$ cat src/nvhc_params.svh
`ifndef NVHC_PARAMS_SVH
`define NVHC_PARAMS_SVH

`define NVHC_CLK_MHZ      20
`define NVHC_CLK_NS       (1000 / `NVHC_CLK_MHZ)
`define NVHC_CYC(ns)      (4'((((ns) + `NVHC_CLK_NS - 1) / `NVHC_CLK_NS)))

`define NVHC_TAS_NS       10
`define NVHC_TACC_NS      70
`define NVHC_TPC_NS       70
`define NVHC_PAGE_MAX_MHZ 33

`define NVHC_TAS_CYC      `NVHC_CYC(`NVHC_TAS_NS)
`define NVHC_TACC_CYC     `NVHC_CYC(`NVHC_TACC_NS)
`define NVHC_TPC_CYC      `NVHC_CYC(`NVHC_TPC_NS)

`define NVHC_WP_A0        17'h1_2555
`define NVHC_WP_A1        17'h1_DAAA
`define NVHC_WP_A2        17'h0_1333
`define NVHC_WP_A3        17'h0_ECCC
`define NVHC_WP_A4        17'h0_00FF
`define NVHC_WP_A5        17'h1_FF00
`define NVHC_WP_A6        17'h1_DAAA
`define NVHC_WP_A7        17'h0_ECCC
`define NVHC_WP_A8        17'h0_FF00
`define NVHC_WP_A9        17'h0_0000
`define NVHC_WP_LAST      4'h9
`define NVHC_ROW_HI       16
`define NVHC_ROW_LO       2

`endif

$ cat src/nvhc_pkg.sv
package nvhc_pkg;

  typedef enum logic [2:0] {
    NVHC_IDLE,
    NVHC_SETUP,
    NVHC_ACCESS,
    NVHC_HOLD,
    NVHC_COLCHG,
    NVHC_PRECH
  } nvhc_state_t;

  typedef struct packed {
    nvhc_state_t state;
    logic [16:0] addr;
    logic [15:0] wdata;
    logic [1:0]  be;
    logic        wr;
    logic        bmode;
    logic        hisel;
    logic        pend;
    logic        prot;
    logic [3:0]  step;
    logic [7:0]  pbyte;
    logic        ready;
    logic        done;
    logic        prot_done;
    logic [15:0] rdata;
    logic        ce_n;
    logic        we_n;
    logic        oe_n;
    logic        ub_n;
    logic        lb_n;
    logic        dq_oe;
  } nvhc_main_t;

  typedef struct packed {
    logic [3:0] cnt;
  } nvhc_tmr_t;

  localparam nvhc_main_t NVHC_MAIN_RST = '{
    state: NVHC_IDLE, addr: '0, wdata: '0, be: '0, wr: 1'b0, bmode: 1'b0,
    hisel: 1'b0, pend: 1'b0, prot: 1'b0, step: '0, pbyte: '0, ready: 1'b1,
    done: 1'b0, prot_done: 1'b0, rdata: '0, ce_n: 1'b1, we_n: 1'b1,
    oe_n: 1'b1, ub_n: 1'b1, lb_n: 1'b1, dq_oe: 1'b0};

endpackage

$ cat src/nvhc_tmr_if.sv
`timescale 1ns/1ps
interface nvhc_tmr_if;
  logic       load;
  logic [3:0] val;
  logic       done;
  modport ctrl (output load, output val, input done);
  modport tmr  (input load, input val, output done);
endinterface

$ cat src/nvhc_host.sv
`timescale 1ns/1ps
`include "nvhc_params.svh"

// Operation
// - Address stays fixed whole time chip select is low during protect sequences.
// - Page accesses change only column bits, bus rate at most 33 MHz.
// - Write strobe stays high through power transitions and reset.
// - Byte-wide mode joins lanes, extra address bit picks the lane.
// - Four-word page transaction needs extra clocks for latency and precharge.
// - Chip select low only during actual accesses to save power; code keeps it low one more cycle in NVHC_HOLD after each non-protect access.
// - Precharge by chip select high for minimum time, or by row change.
// - Six reads, protect byte, complement, one write, one read set protection.
module nvhc_host
  import nvhc_pkg::*;
(
  input  wire logic        ref_clk_in,
  input  wire logic        arst_n_in,
  input  wire logic        req_valid_in,
  input  wire logic        req_write_in,
  input  wire logic [17:0] req_addr_in,
  input  wire logic [1:0]  req_be_in,
  input  wire logic [15:0] req_wdata_in,
  input  wire logic        byte_mode_in,
  input  wire logic        prot_start_in,
  input  wire logic [7:0]  prot_byte_in,
  output logic             ready_out,
  output logic             done_out,
  output logic [15:0]      rdata_out,
  output logic             prot_done_out,
  output logic             chip_select_low_out,
  output logic             write_strobe_low_out,
  output logic             output_enable_low_out,
  output logic             upper_byte_select_low_out,
  output logic             lower_byte_select_low_out,
  output logic [16:0]      mem_addr_out,
  input  wire logic [15:0] dq_in,
  output logic [15:0]      dq_out,
  output logic             dq_oe_out
);
  nvhc_main_t  q;
  nvhc_main_t  d;
  nvhc_tmr_if  tmr ();
  logic        ptake;
  logic        utake;
  logic [16:0] na;
  logic [3:0]  ps;
  logic [16:0] sa;
  logic        sw;
  logic [15:0] sd;

  nvhc_timer u_timer (
    .ref_clk_in (ref_clk_in),
    .arst_n_in  (arst_n_in),
    .tmr        (tmr)
  );

  always_comb begin
    d = q;
    d.done = 1'b0;
    d.prot_done = 1'b0;
    tmr.load = 1'b0;
    tmr.val = 4'h0;
    ptake = prot_start_in & q.ready & (q.state == NVHC_IDLE);
    utake = req_valid_in & q.ready & ~ptake;
    na = byte_mode_in ? req_addr_in[17:1] : req_addr_in[16:0];
    ps = ptake ? 4'h0 : q.step + 4'h1;
    sw = 1'b0;
    sd = 16'h0000;
    // Fixed unlock order; no page mode so every step gets its own select
    case (ps)
      4'h0:    sa = `NVHC_WP_A0;
      4'h1:    sa = `NVHC_WP_A1;
      4'h2:    sa = `NVHC_WP_A2;
      4'h3:    sa = `NVHC_WP_A3;
      4'h4:    sa = `NVHC_WP_A4;
      4'h5:    sa = `NVHC_WP_A5;
      4'h6: begin
        sa = `NVHC_WP_A6;
        sw = 1'b1;
        sd = {8'h00, ptake ? prot_byte_in : q.pbyte};
      end
      4'h7: begin
        sa = `NVHC_WP_A7;
        sw = 1'b1;
        sd = {8'h00, ~q.pbyte};
      end
      4'h8: begin
        sa = `NVHC_WP_A8;
        sw = 1'b1;
      end
      default: sa = `NVHC_WP_A9;
    endcase

    case (q.state)
      NVHC_IDLE: begin
        d.ce_n = 1'b1;
        if (ptake) begin
          d.prot = 1'b1;
          d.step = 4'h0;
          d.pbyte = prot_byte_in;
          d.addr = sa;
          d.wr = sw;
          d.wdata = sd;
          d.be = 2'b11;
          d.bmode = 1'b0;
          d.hisel = 1'b0;
        end else if (utake) begin
          d.addr = na;
          d.wr = req_write_in;
          d.wdata = byte_mode_in ? {2{req_wdata_in[7:0]}} : req_wdata_in;
          d.be = byte_mode_in ? (req_addr_in[0] ? 2'b10 : 2'b01) : req_be_in;
          d.bmode = byte_mode_in;
          d.hisel = byte_mode_in & req_addr_in[0];
        end
        if (ptake | utake) begin
          d.ready = 1'b0;
          d.state = NVHC_SETUP;
          tmr.load = 1'b1;
          tmr.val = `NVHC_TAS_CYC - 4'h1;
        end
      end
      NVHC_SETUP, NVHC_COLCHG: begin
        // Address settles before select or strobe moves
        if (tmr.done) begin
          d.state = NVHC_ACCESS;
          d.ce_n = 1'b0;
          d.oe_n = q.wr;
          d.we_n = ~q.wr;
          d.ub_n = ~q.be[1];
          d.lb_n = ~q.be[0];
          d.dq_oe = q.wr;
          tmr.load = 1'b1;
          tmr.val = `NVHC_TACC_CYC - 4'h1;
        end
      end
      NVHC_ACCESS: begin
        if (tmr.done) begin
          d.we_n = 1'b1;
          d.oe_n = 1'b1;
          if (!q.wr) begin
            d.rdata = q.hisel ? {8'h00, dq_in[15:8]} : (q.bmode ? {8'h00, dq_in[7:0]} : dq_in);
          end
          if (q.prot) begin
            // Select rises after every step so address never moves under it
            d.state = NVHC_PRECH;
            d.ce_n = 1'b1;
            d.ub_n = 1'b1;
            d.lb_n = 1'b1;
            tmr.load = 1'b1;
            tmr.val = `NVHC_TPC_CYC - 4'h1;
          end else begin
            d.done = 1'b1;
            d.ready = 1'b1;
            d.state = NVHC_HOLD;
          end
        end
      end
      NVHC_HOLD: begin
        d.ready = 1'b0;
        d.dq_oe = 1'b0;
        if (utake) begin
          d.addr = na;
          d.wr = req_write_in;
          d.wdata = byte_mode_in ? {2{req_wdata_in[7:0]}} : req_wdata_in;
          d.be = byte_mode_in ? (req_addr_in[0] ? 2'b10 : 2'b01) : req_be_in;
          d.bmode = byte_mode_in;
          d.hisel = byte_mode_in & req_addr_in[0];
        end
        // Same row keeps select low, row change or idle forces precharge
        if (utake && na[`NVHC_ROW_HI:`NVHC_ROW_LO] == q.addr[`NVHC_ROW_HI:`NVHC_ROW_LO]) begin
          d.state = NVHC_COLCHG;
          tmr.load = 1'b1;
          tmr.val = `NVHC_TAS_CYC - 4'h1;
        end else begin
          d.pend = utake;
          d.state = NVHC_PRECH;
          d.ce_n = 1'b1;
          d.ub_n = 1'b1;
          d.lb_n = 1'b1;
          tmr.load = 1'b1;
          tmr.val = `NVHC_TPC_CYC - 4'h1;
        end
      end
      NVHC_PRECH: begin
        // Data held one cycle past strobe rise, so no zero-hold write
        d.dq_oe = 1'b0;
        if (tmr.done) begin
          if (q.prot && q.step == `NVHC_WP_LAST) begin
            d.prot = 1'b0;
            d.prot_done = 1'b1;
            d.ready = 1'b1;
            d.state = NVHC_IDLE;
          end else if (q.prot) begin
            d.step = ps;
            d.addr = sa;
            d.wr = sw;
            d.wdata = sd;
            d.state = NVHC_SETUP;
            tmr.load = 1'b1;
            tmr.val = `NVHC_TAS_CYC - 4'h1;
          end else if (q.pend) begin
            d.pend = 1'b0;
            d.state = NVHC_SETUP;
            tmr.load = 1'b1;
            tmr.val = `NVHC_TAS_CYC - 4'h1;
          end else begin
            d.ready = 1'b1;
            d.state = NVHC_IDLE;
          end
        end
      end
      default: begin
        d = NVHC_MAIN_RST;
      end
    endcase
  end

  // Strobe resets high so no write can slip in around power events
  always_ff @(posedge ref_clk_in or negedge arst_n_in) begin
    if (!arst_n_in) begin
      q <= NVHC_MAIN_RST;
    end else begin
      q <= d;
    end
  end

  assign ready_out = q.ready;
  assign done_out = q.done;
  assign rdata_out = q.rdata;
  assign prot_done_out = q.prot_done;
  assign chip_select_low_out = q.ce_n;
  assign write_strobe_low_out = q.we_n;
  assign output_enable_low_out = q.oe_n;
  assign upper_byte_select_low_out = q.ub_n;
  assign lower_byte_select_low_out = q.lb_n;
  assign mem_addr_out = q.addr;
  assign dq_out = q.wdata;
  assign dq_oe_out = q.dq_oe;
endmodule

$ cat src/nvhc_timer.sv
`timescale 1ns/1ps
module nvhc_timer
  import nvhc_pkg::*;
(
  input  wire logic ref_clk_in,
  input  wire logic arst_n_in,
  nvhc_tmr_if.tmr   tmr
);
  nvhc_tmr_t q;
  nvhc_tmr_t d;

  // Load N-1 to stay exactly N cycles in the caller's state
  always_comb begin
    d = q;
    if (tmr.load) begin
      d.cnt = tmr.val;
    end else if (q.cnt != 4'h0) begin
      d.cnt = q.cnt - 4'h1;
    end
  end

  assign tmr.done = (q.cnt == 4'h0);

  always_ff @(posedge ref_clk_in or negedge arst_n_in) begin
    if (!arst_n_in) begin
      q <= '{cnt: 4'h0};
    end else begin
      q <= d;
    end
  end
endmodule

$ cat config.mk
export PLATFORM = sky130hd
export DESIGN_NAME = nvhc_host
export DESIGN_NICKNAME = d
export VERILOG_FILES = /design/src/nvhc_pkg.sv /design/src/nvhc_tmr_if.sv /design/src/nvhc_host.sv /design/src/nvhc_timer.sv
export VERILOG_INCLUDE_DIRS = /design/src
export SDC_FILE = /design/constraint.sdc
export NUM_CORES = 1
export LEC_CHECK = 0
export BUFFER_PORTS_ARGS = -buffer_cell sky130_fd_sc_hd__buf_2
export CAP_MARGIN = 30
export CORE_MARGIN = 1.5
export CORE_UTILIZATION = 40
export CTS_CLUSTER_DIAMETER = 30
export DETAILED_ROUTE_END_ITERATION = 10
export PLACE_DENSITY = 0.7
export SLEW_MARGIN = 30
export SYNTH_ARGS = -nofsm -noshare
export SYNTH_HDL_FRONTEND = slang
export SYNTH_HIERARCHICAL = 1
export SYNTH_SLANG_ARGS = --single-unit
$ cat constraint.sdc
create_clock -name ref_clk_in -period 2.55 [get_ports ref_clk_in]
set_input_delay 0.51 -clock ref_clk_in [delete_from_list [all_inputs] [get_ports ref_clk_in]]
set_output_delay 0.51 -clock ref_clk_in [all_outputs]
set_load 0.05 [all_outputs]
======== Yosys cells after proc, flatten, opt, wreduce, memory -nomap -nowiden ========
Index checks and enable logic that the tools add are counted.
word-level totals
  word-level logic and storage cells ...... 190
  register bits after elaboration ......... 84
operators by class
  bitwise logic cells ..................... 21
  eq/ne operators ......................... 30
  mux-type cells .......................... 83
  reduce and logical (&&, ||, !) cells .... 32
  $add $sub $neg .......................... 2
operators with widths
  cell                                                             number
  33-bit one-hot mux with 4 select lines                           1
  17-bit one-hot mux with 7 select lines                           1
  38-bit two-way mux                                               2
  33-bit two-way mux                                               2
  16-bit two-way mux                                               4
  36-bit two-way mux                                               1
  1-bit two-way mux                                                33
  16-bit one-hot mux with 2 select lines                           1
  8-bit one-hot mux with 2 select lines                            2
  2-bit inequality test, second input constant                     12
  21-bit two-way mux                                               1
  4-bit two-way mux                                                5
  5-bit AND reduction                                              4
  3-bit two-way mux                                                6
  2-bit one-hot mux with 3 select lines                            3
  17-bit two-way mux                                               1
  4-bit by 3-bit == test with 1-bit output, second input constant  4
  15-bit == test                                                   1
  3-bit one-hot mux with 5 select lines                            1
  5-bit one-hot mux with 3 select lines                            1
  1-bit inverter                                                   14
  13-bit two-way mux                                               1
  2-bit two-way mux                                                6
  6-bit two-way mux                                                2
  32 further kinds                                                 59

======== Depth between registers and ports, before layout ========
  depth after elaboration ................. 10
  gate-level depth with buffers ........... 11
  mapped depth without buffers ............ 10

======== Hierarchy ========
The synthesis kept the hierarchy.
by module, submodules not included
  module      area each (sq um)  cells an instance  instances
  nvhc_host   5332.6             614                1
  nvhc_timer  232.7              23                 1

======== Worst setup path before layout ========
Ideal clock, no wire load.
  path kind ............................... flip-flop to flip-flop
  from .................................... reg u_timer/q[0] (netlist name)
  to ...................................... reg q (netlist bit dq_out[7])
  data arrival time ....................... 2.181 ns
  buffers on the path ..................... 2
  cell stages (with the launch flop) ...... 12
  setup slack ............................. 0.248 ns
  period minus slack after synthesis ...... 2.302 ns
  cell sequence ........................... dfrtp_1 inv_1 ha_1 nor3b_4 buf_4 and2_4 a31o_1 a21oi_4 nand2b_4 o21ai_2 buf_6 a22o_1
on the way
  longest elaborated chain between the ends .. 3
RTL lines
  item                                    RTL line          source
  start, declared                         nvhc_timer.sv:9   nvhc_tmr_t q;
  start signal, assigned                  nvhc_timer.sv:26  q <= '{cnt: 4'h0};
  4-bit logical NOT                       nvhc_timer.sv:22  assign tmr.done = (q.cnt == 4'h0);
  via tmr.done                            nvhc_tmr_if.sv:5  logic done;
  2-bit inequality test (no source line)  n/a
  4-bit AND reduction (no source line)    n/a
  end signal, assigned                    nvhc_host.sv:221  q <= NVHC_MAIN_RST;
  end signal, assigned                    nvhc_host.sv:223  q <= d;
  end, declared                           nvhc_host.sv:40   nvhc_main_t q;
The timed path passes the listed nets, and every way through them passes these cells.
A chain may end at the register's enable or synchronous reset.

======== Worst setup path in the final report ========
  from .................................... reg q[78] (netlist name)
  to ...................................... reg u_timer/q[3] (netlist name)
on the way
  longest elaborated chain between the ends .. 8
RTL lines
  item                                                            RTL line                          source
  3-bit logical NOT                                               nvhc_host.sv:63, nvhc_host.sv:94
  1-bit AND                                                       nvhc_host.sv:63                   ptake = prot_start_in & q.ready & (q.state == NVHC_IDLE);
  1-bit inverter                                                  nvhc_host.sv:64                   utake = req_valid_in & q.ready & ~ptake;
  1-bit AND                                                       nvhc_host.sv:64
  1-bit OR                                                        nvhc_host.sv:115                  if (ptake | utake) begin
  1-bit two-way mux                                               nvhc_host.sv:115
  1-bit one-hot mux with 5 select lines *                         nvhc_host.sv:94                   case (q.state)
  via tmr.load                                                    nvhc_tmr_if.sv:3                  logic load;
  4-bit two-way mux / 2-bit nonzero test (equally long branches)  n/a
The timed path passes the listed nets; every way through them passes the cells marked *.

==> metrics.cfg <==
[status]
outcome=finished, final reports clean

[cts]
cts_tree=yes
htree_levels=3
clk_pin_slew_worst_paths_ps=70
cts_buffers=9
hold_buffers=0
clockBufferDepth=2
cts_sinks=84
cts_root_buf=clkbuf_16
clk-insertion-delay-late_ps=350

[power_and_ir_drop]
max-vdd-ir-drop_mv=0.532
pwr-share-seq=0.267
pwr-share-clk=0.141
finalPower_mw=9.10
power_frac_comb=0.593
p_int_mw=4.35
cellPowerDensity_mw_per_mm2=1430
netSwitchingPower_mw=4.74
swShare=0.521
leakage_nw=2.98

[sta]
timing.final.crit_share=0.937
fin_crit_ps=2390
fmax_ghz=0.418
postLayoutSetupSlackWorst_ps=160
worst_slew_pin_slew_ps=671
slew_violations=0
skew_ps=7.65
fin_tns_setup_ps=0
hold_violations=0
setup_viol=0
relSlewSlack=0.548
rsz0062_at_grt=false

[cells_and_area]
regArea_mm2=0.00211
stdcell_count=892
area_growth_pct=14.0
num_antenna_cells=0
num-nets-final=780
num-fill-cells=1303
drive_gt1_frac=0.265
multi_input_area_mm2=0.00286

[die]
dieArea_mm2=0.0146
die_w_um=121
initial_core_util=0.415
coreArea_mm2=0.0134
pin_count=124
rows=42
die_h_um=121

[critical_path]
critPathCaptureType=register
crit_buf_inv=0
slowest_delay_ps=650
cp_top_family=compound AO/OA/AOI/OAI gates
crit_arrival_ps=2630
crit_fanout=15
path_cells=nand2_1 > o21a_1 > o21ai_0 > nor3_1 > a221o_1
cp_slowest_cell=dfrtp_1
crit_type=reg -> reg
cp_data_required_time_ps=2790
start_kind=register

[detailed_routing]
drc=0
drtIter0Drc=306
wl_per_cell_um=16.3
wl_mm=14.6
drt_pass1_iterations=5
vias=4822
drtAntennaViolNets=0
via_per_inst=5.41

[global_route]
grt_pass1_wl_mm=23.3
grt_pass1_vias=4462
grt_max_degree=43
grt_use_total=0.205
antenna_found_initial=0
grt.overflow.total=0

[placement]
port_buffers=123
place_ws_ps=135
hpwl_mm=10.8
gp_congestion=0.865
dp.cells=876

[synth]
synth-seq-cells=84
syn_inst=637
avgSynthCellArea_um2=8.74
async_flop_share=1.00
yosysSeqAreaShare=0.379
ys_warn_count=6
synth-edff-count=0
synth_flop_cell=dfrtp_1
netlist_area_mm2=0.00557
ys_types=65

[min_path]
hold_path_class=in -> async

[flow_run]
max_cap_violations=0

[placed cells by master (no fill, tap or decap), types with 3 or more instances in the layout]
| master | netlist | final |
|---|---|---|
| nand2b_1 | 5 | 5 |
| or2_1 | 3 | 3 |
| o31ai_1 | 12 | 12 |
| a221oi_1 | 3 | 3 |
| conb_1 | 1 | 3 |
| inv_1 | 12 | 12 |
| nand3_1 | 13 | 13 |
| o21ai_0 | 22 | 22 |
| a211o_1 | 3 | 3 |
| buf_2 | 11 | 122 |
| dfstp_2 | 6 | 6 |
| xnor2_1 | 23 | 23 |
| xor2_1 | 4 | 4 |
| nor2b_1 | 3 | 3 |
| nor2_1 | 49 | 49 |
| nor3_1 | 7 | 7 |
| clkbuf_16 | 0 | 9 |
| ha_1 | 3 | 3 |
| dfrtp_1 | 78 | 78 |
| a21oi_1 | 35 | 35 |
| o21ai_1 | 28 | 28 |
| buf_4 | 54 | 25 |
| a31oi_1 | 4 | 4 |
| a22o_1 | 15 | 15 |
| nand2_1 | 95 | 95 |
| o22ai_1 | 12 | 12 |
| o311ai_1 | 3 | 3 |
| a21o_1 | 5 | 5 |
| mux2i_1 | 45 | 45 |
| a211oi_1 | 17 | 17 |
| nor4_1 | 3 | 3 |
| nand4_1 | 4 | 4 |
[synth_stat cells, types with 4 or more instances]
| cell type | n | area share |
|---|---|---|
| a211oi_1 | 17 | 0.023 |
| a21o_1 | 5 | 0.0067 |
| a21oi_1 | 35 | 0.031 |
| a22o_1 | 15 | 0.024 |
| a31oi_1 | 4 | 0.0045 |
| buf_1 | 6 | 0.0040 |
| buf_2 | 11 | 0.0099 |
| buf_4 | 54 | 0.073 |
| clkbuf_1 | 14 | 0.0094 |
| dfrtp_1 | 78 | 0.35 |
| dfstp_2 | 6 | 0.028 |
| inv_1 | 12 | 0.0081 |
| mux2i_1 | 45 | 0.081 |
| nand2_1 | 95 | 0.064 |
| nand2b_1 | 5 | 0.0056 |
| nand3_1 | 13 | 0.012 |
| nand4_1 | 4 | 0.0045 |
| nor2_1 | 49 | 0.033 |
| nor3_1 | 7 | 0.0063 |
| o21ai_0 | 22 | 0.020 |
| o21ai_1 | 28 | 0.025 |
| o22ai_1 | 12 | 0.013 |
| o31ai_1 | 12 | 0.016 |
| xnor2_1 | 23 | 0.036 |
| xor2_1 | 4 | 0.0063 |
[path summary, 6_finish.rpt]
| check | from | to | slack, ps | cells after the start |
|---|---|---|---|---|
| max reg2reg | q[78] | u_timer/q[3] | 160 | 5 |
| min reg2reg | q[43] | upper_byte_select_low_out | 460 | 1 |
| max | q[78] | u_timer/q[3] | 160 | 5 |
| min | arst_n_in | dq_oe_out | 60 | 1 |
| max in group asynchronous | arst_n_in | dq_out[14] | 1900 | 2 |
| min in group ref_clk_in | prot_byte_in[6] | q[31] | 350 | 3 |
[stage by stage]
stage / hold WS [ps] / cell area, um^2 / util
2_1_floorplan: 214 / 5570 / -
3_3_place_gp: 446 / 6050 / 0.452
3_5_place_dp: 444 / 6050 / 0.452
4_1_cts: 61.6 / 6340 / 0.473
5_1_grt: 91.9 / 6350 / 0.474
6_report: 62.3 / 6350 / 0.474
[sequential cells by signal, summed over array words and instances, names as in the netlist]
signal                     flops
output_enable_low_out          1
write_strobe_low_out           1
prot_done_out                  1
ready_out                      1
mem_addr_out                  17
q                             22
u_timer/q                      4
upper_byte_select_low_out      1
chip_select_low_out            1
rdata_out                     16
lower_byte_select_low_out      1
dq_out                        16
done_out                       1
dq_oe_out                      1
[cells by family (layout without fill, tap and decap cells)]
| family | after synthesis | in the layout | synth area share |
|---|---|---|---|
| multiplexers | 47 | 47 | 0.0850 |
| AND/OR/NAND/NOR | 197 | 197 | 0.164 |
| adder cells (fa/ha/maj) | 3 | 3 | 0.00675 |
| AO/OA/AOI/OAI | 176 | 176 | 0.207 |
| XOR/XNOR | 29 | 29 | 0.0483 |
| other | 1 | 3 | 0.000674 |
| flip-flops | 84 | 84 | 0.379 |
| buffers and inverters | 100 | 177 | 0.109 |
[what timing repair did]
action | CTS | global route
buffers inserted | 0 | 0
setup endpoints to repair | 0 | 2
gates resized for setup | 0 | 1
[per-layer routing]
| layer | routed length [um] | track usage |
|---|---|---|
| met5 | 0 | 0 |
| met4 | 327 | 0.0816 |
| met3 | 870 | 0.0376 |
| met2 | 6890 | 0.332 |
| met1 | 6460 | 0.270 |
[cell type report]
type | count | area share
Clock buffer | 10 | 0.0377
Clock inverter | 6 | 0.00729
Inverter | 13 | 0.00769
Multi-Input combinational cell | 455 | 0.451
Sequential cell | 84 | 0.332
Tap cell | 176 | 0.0347
Timing Repair Buffer | 148 | 0.129
[power groups by stage]
stage          clock network, mW  registers, mW  logic (mW)
2_1_floorplan                  0           2.45        4.47
3_3_place_gp                   0           2.44        5.31
3_5_place_dp                   0           2.45        5.37
4_1_cts                     1.31           2.43        5.38
5_1_grt                     1.35           2.51        5.86
6_report                    1.28           2.43        5.39
Note: power is estimated with default switching activity, not from simulation.
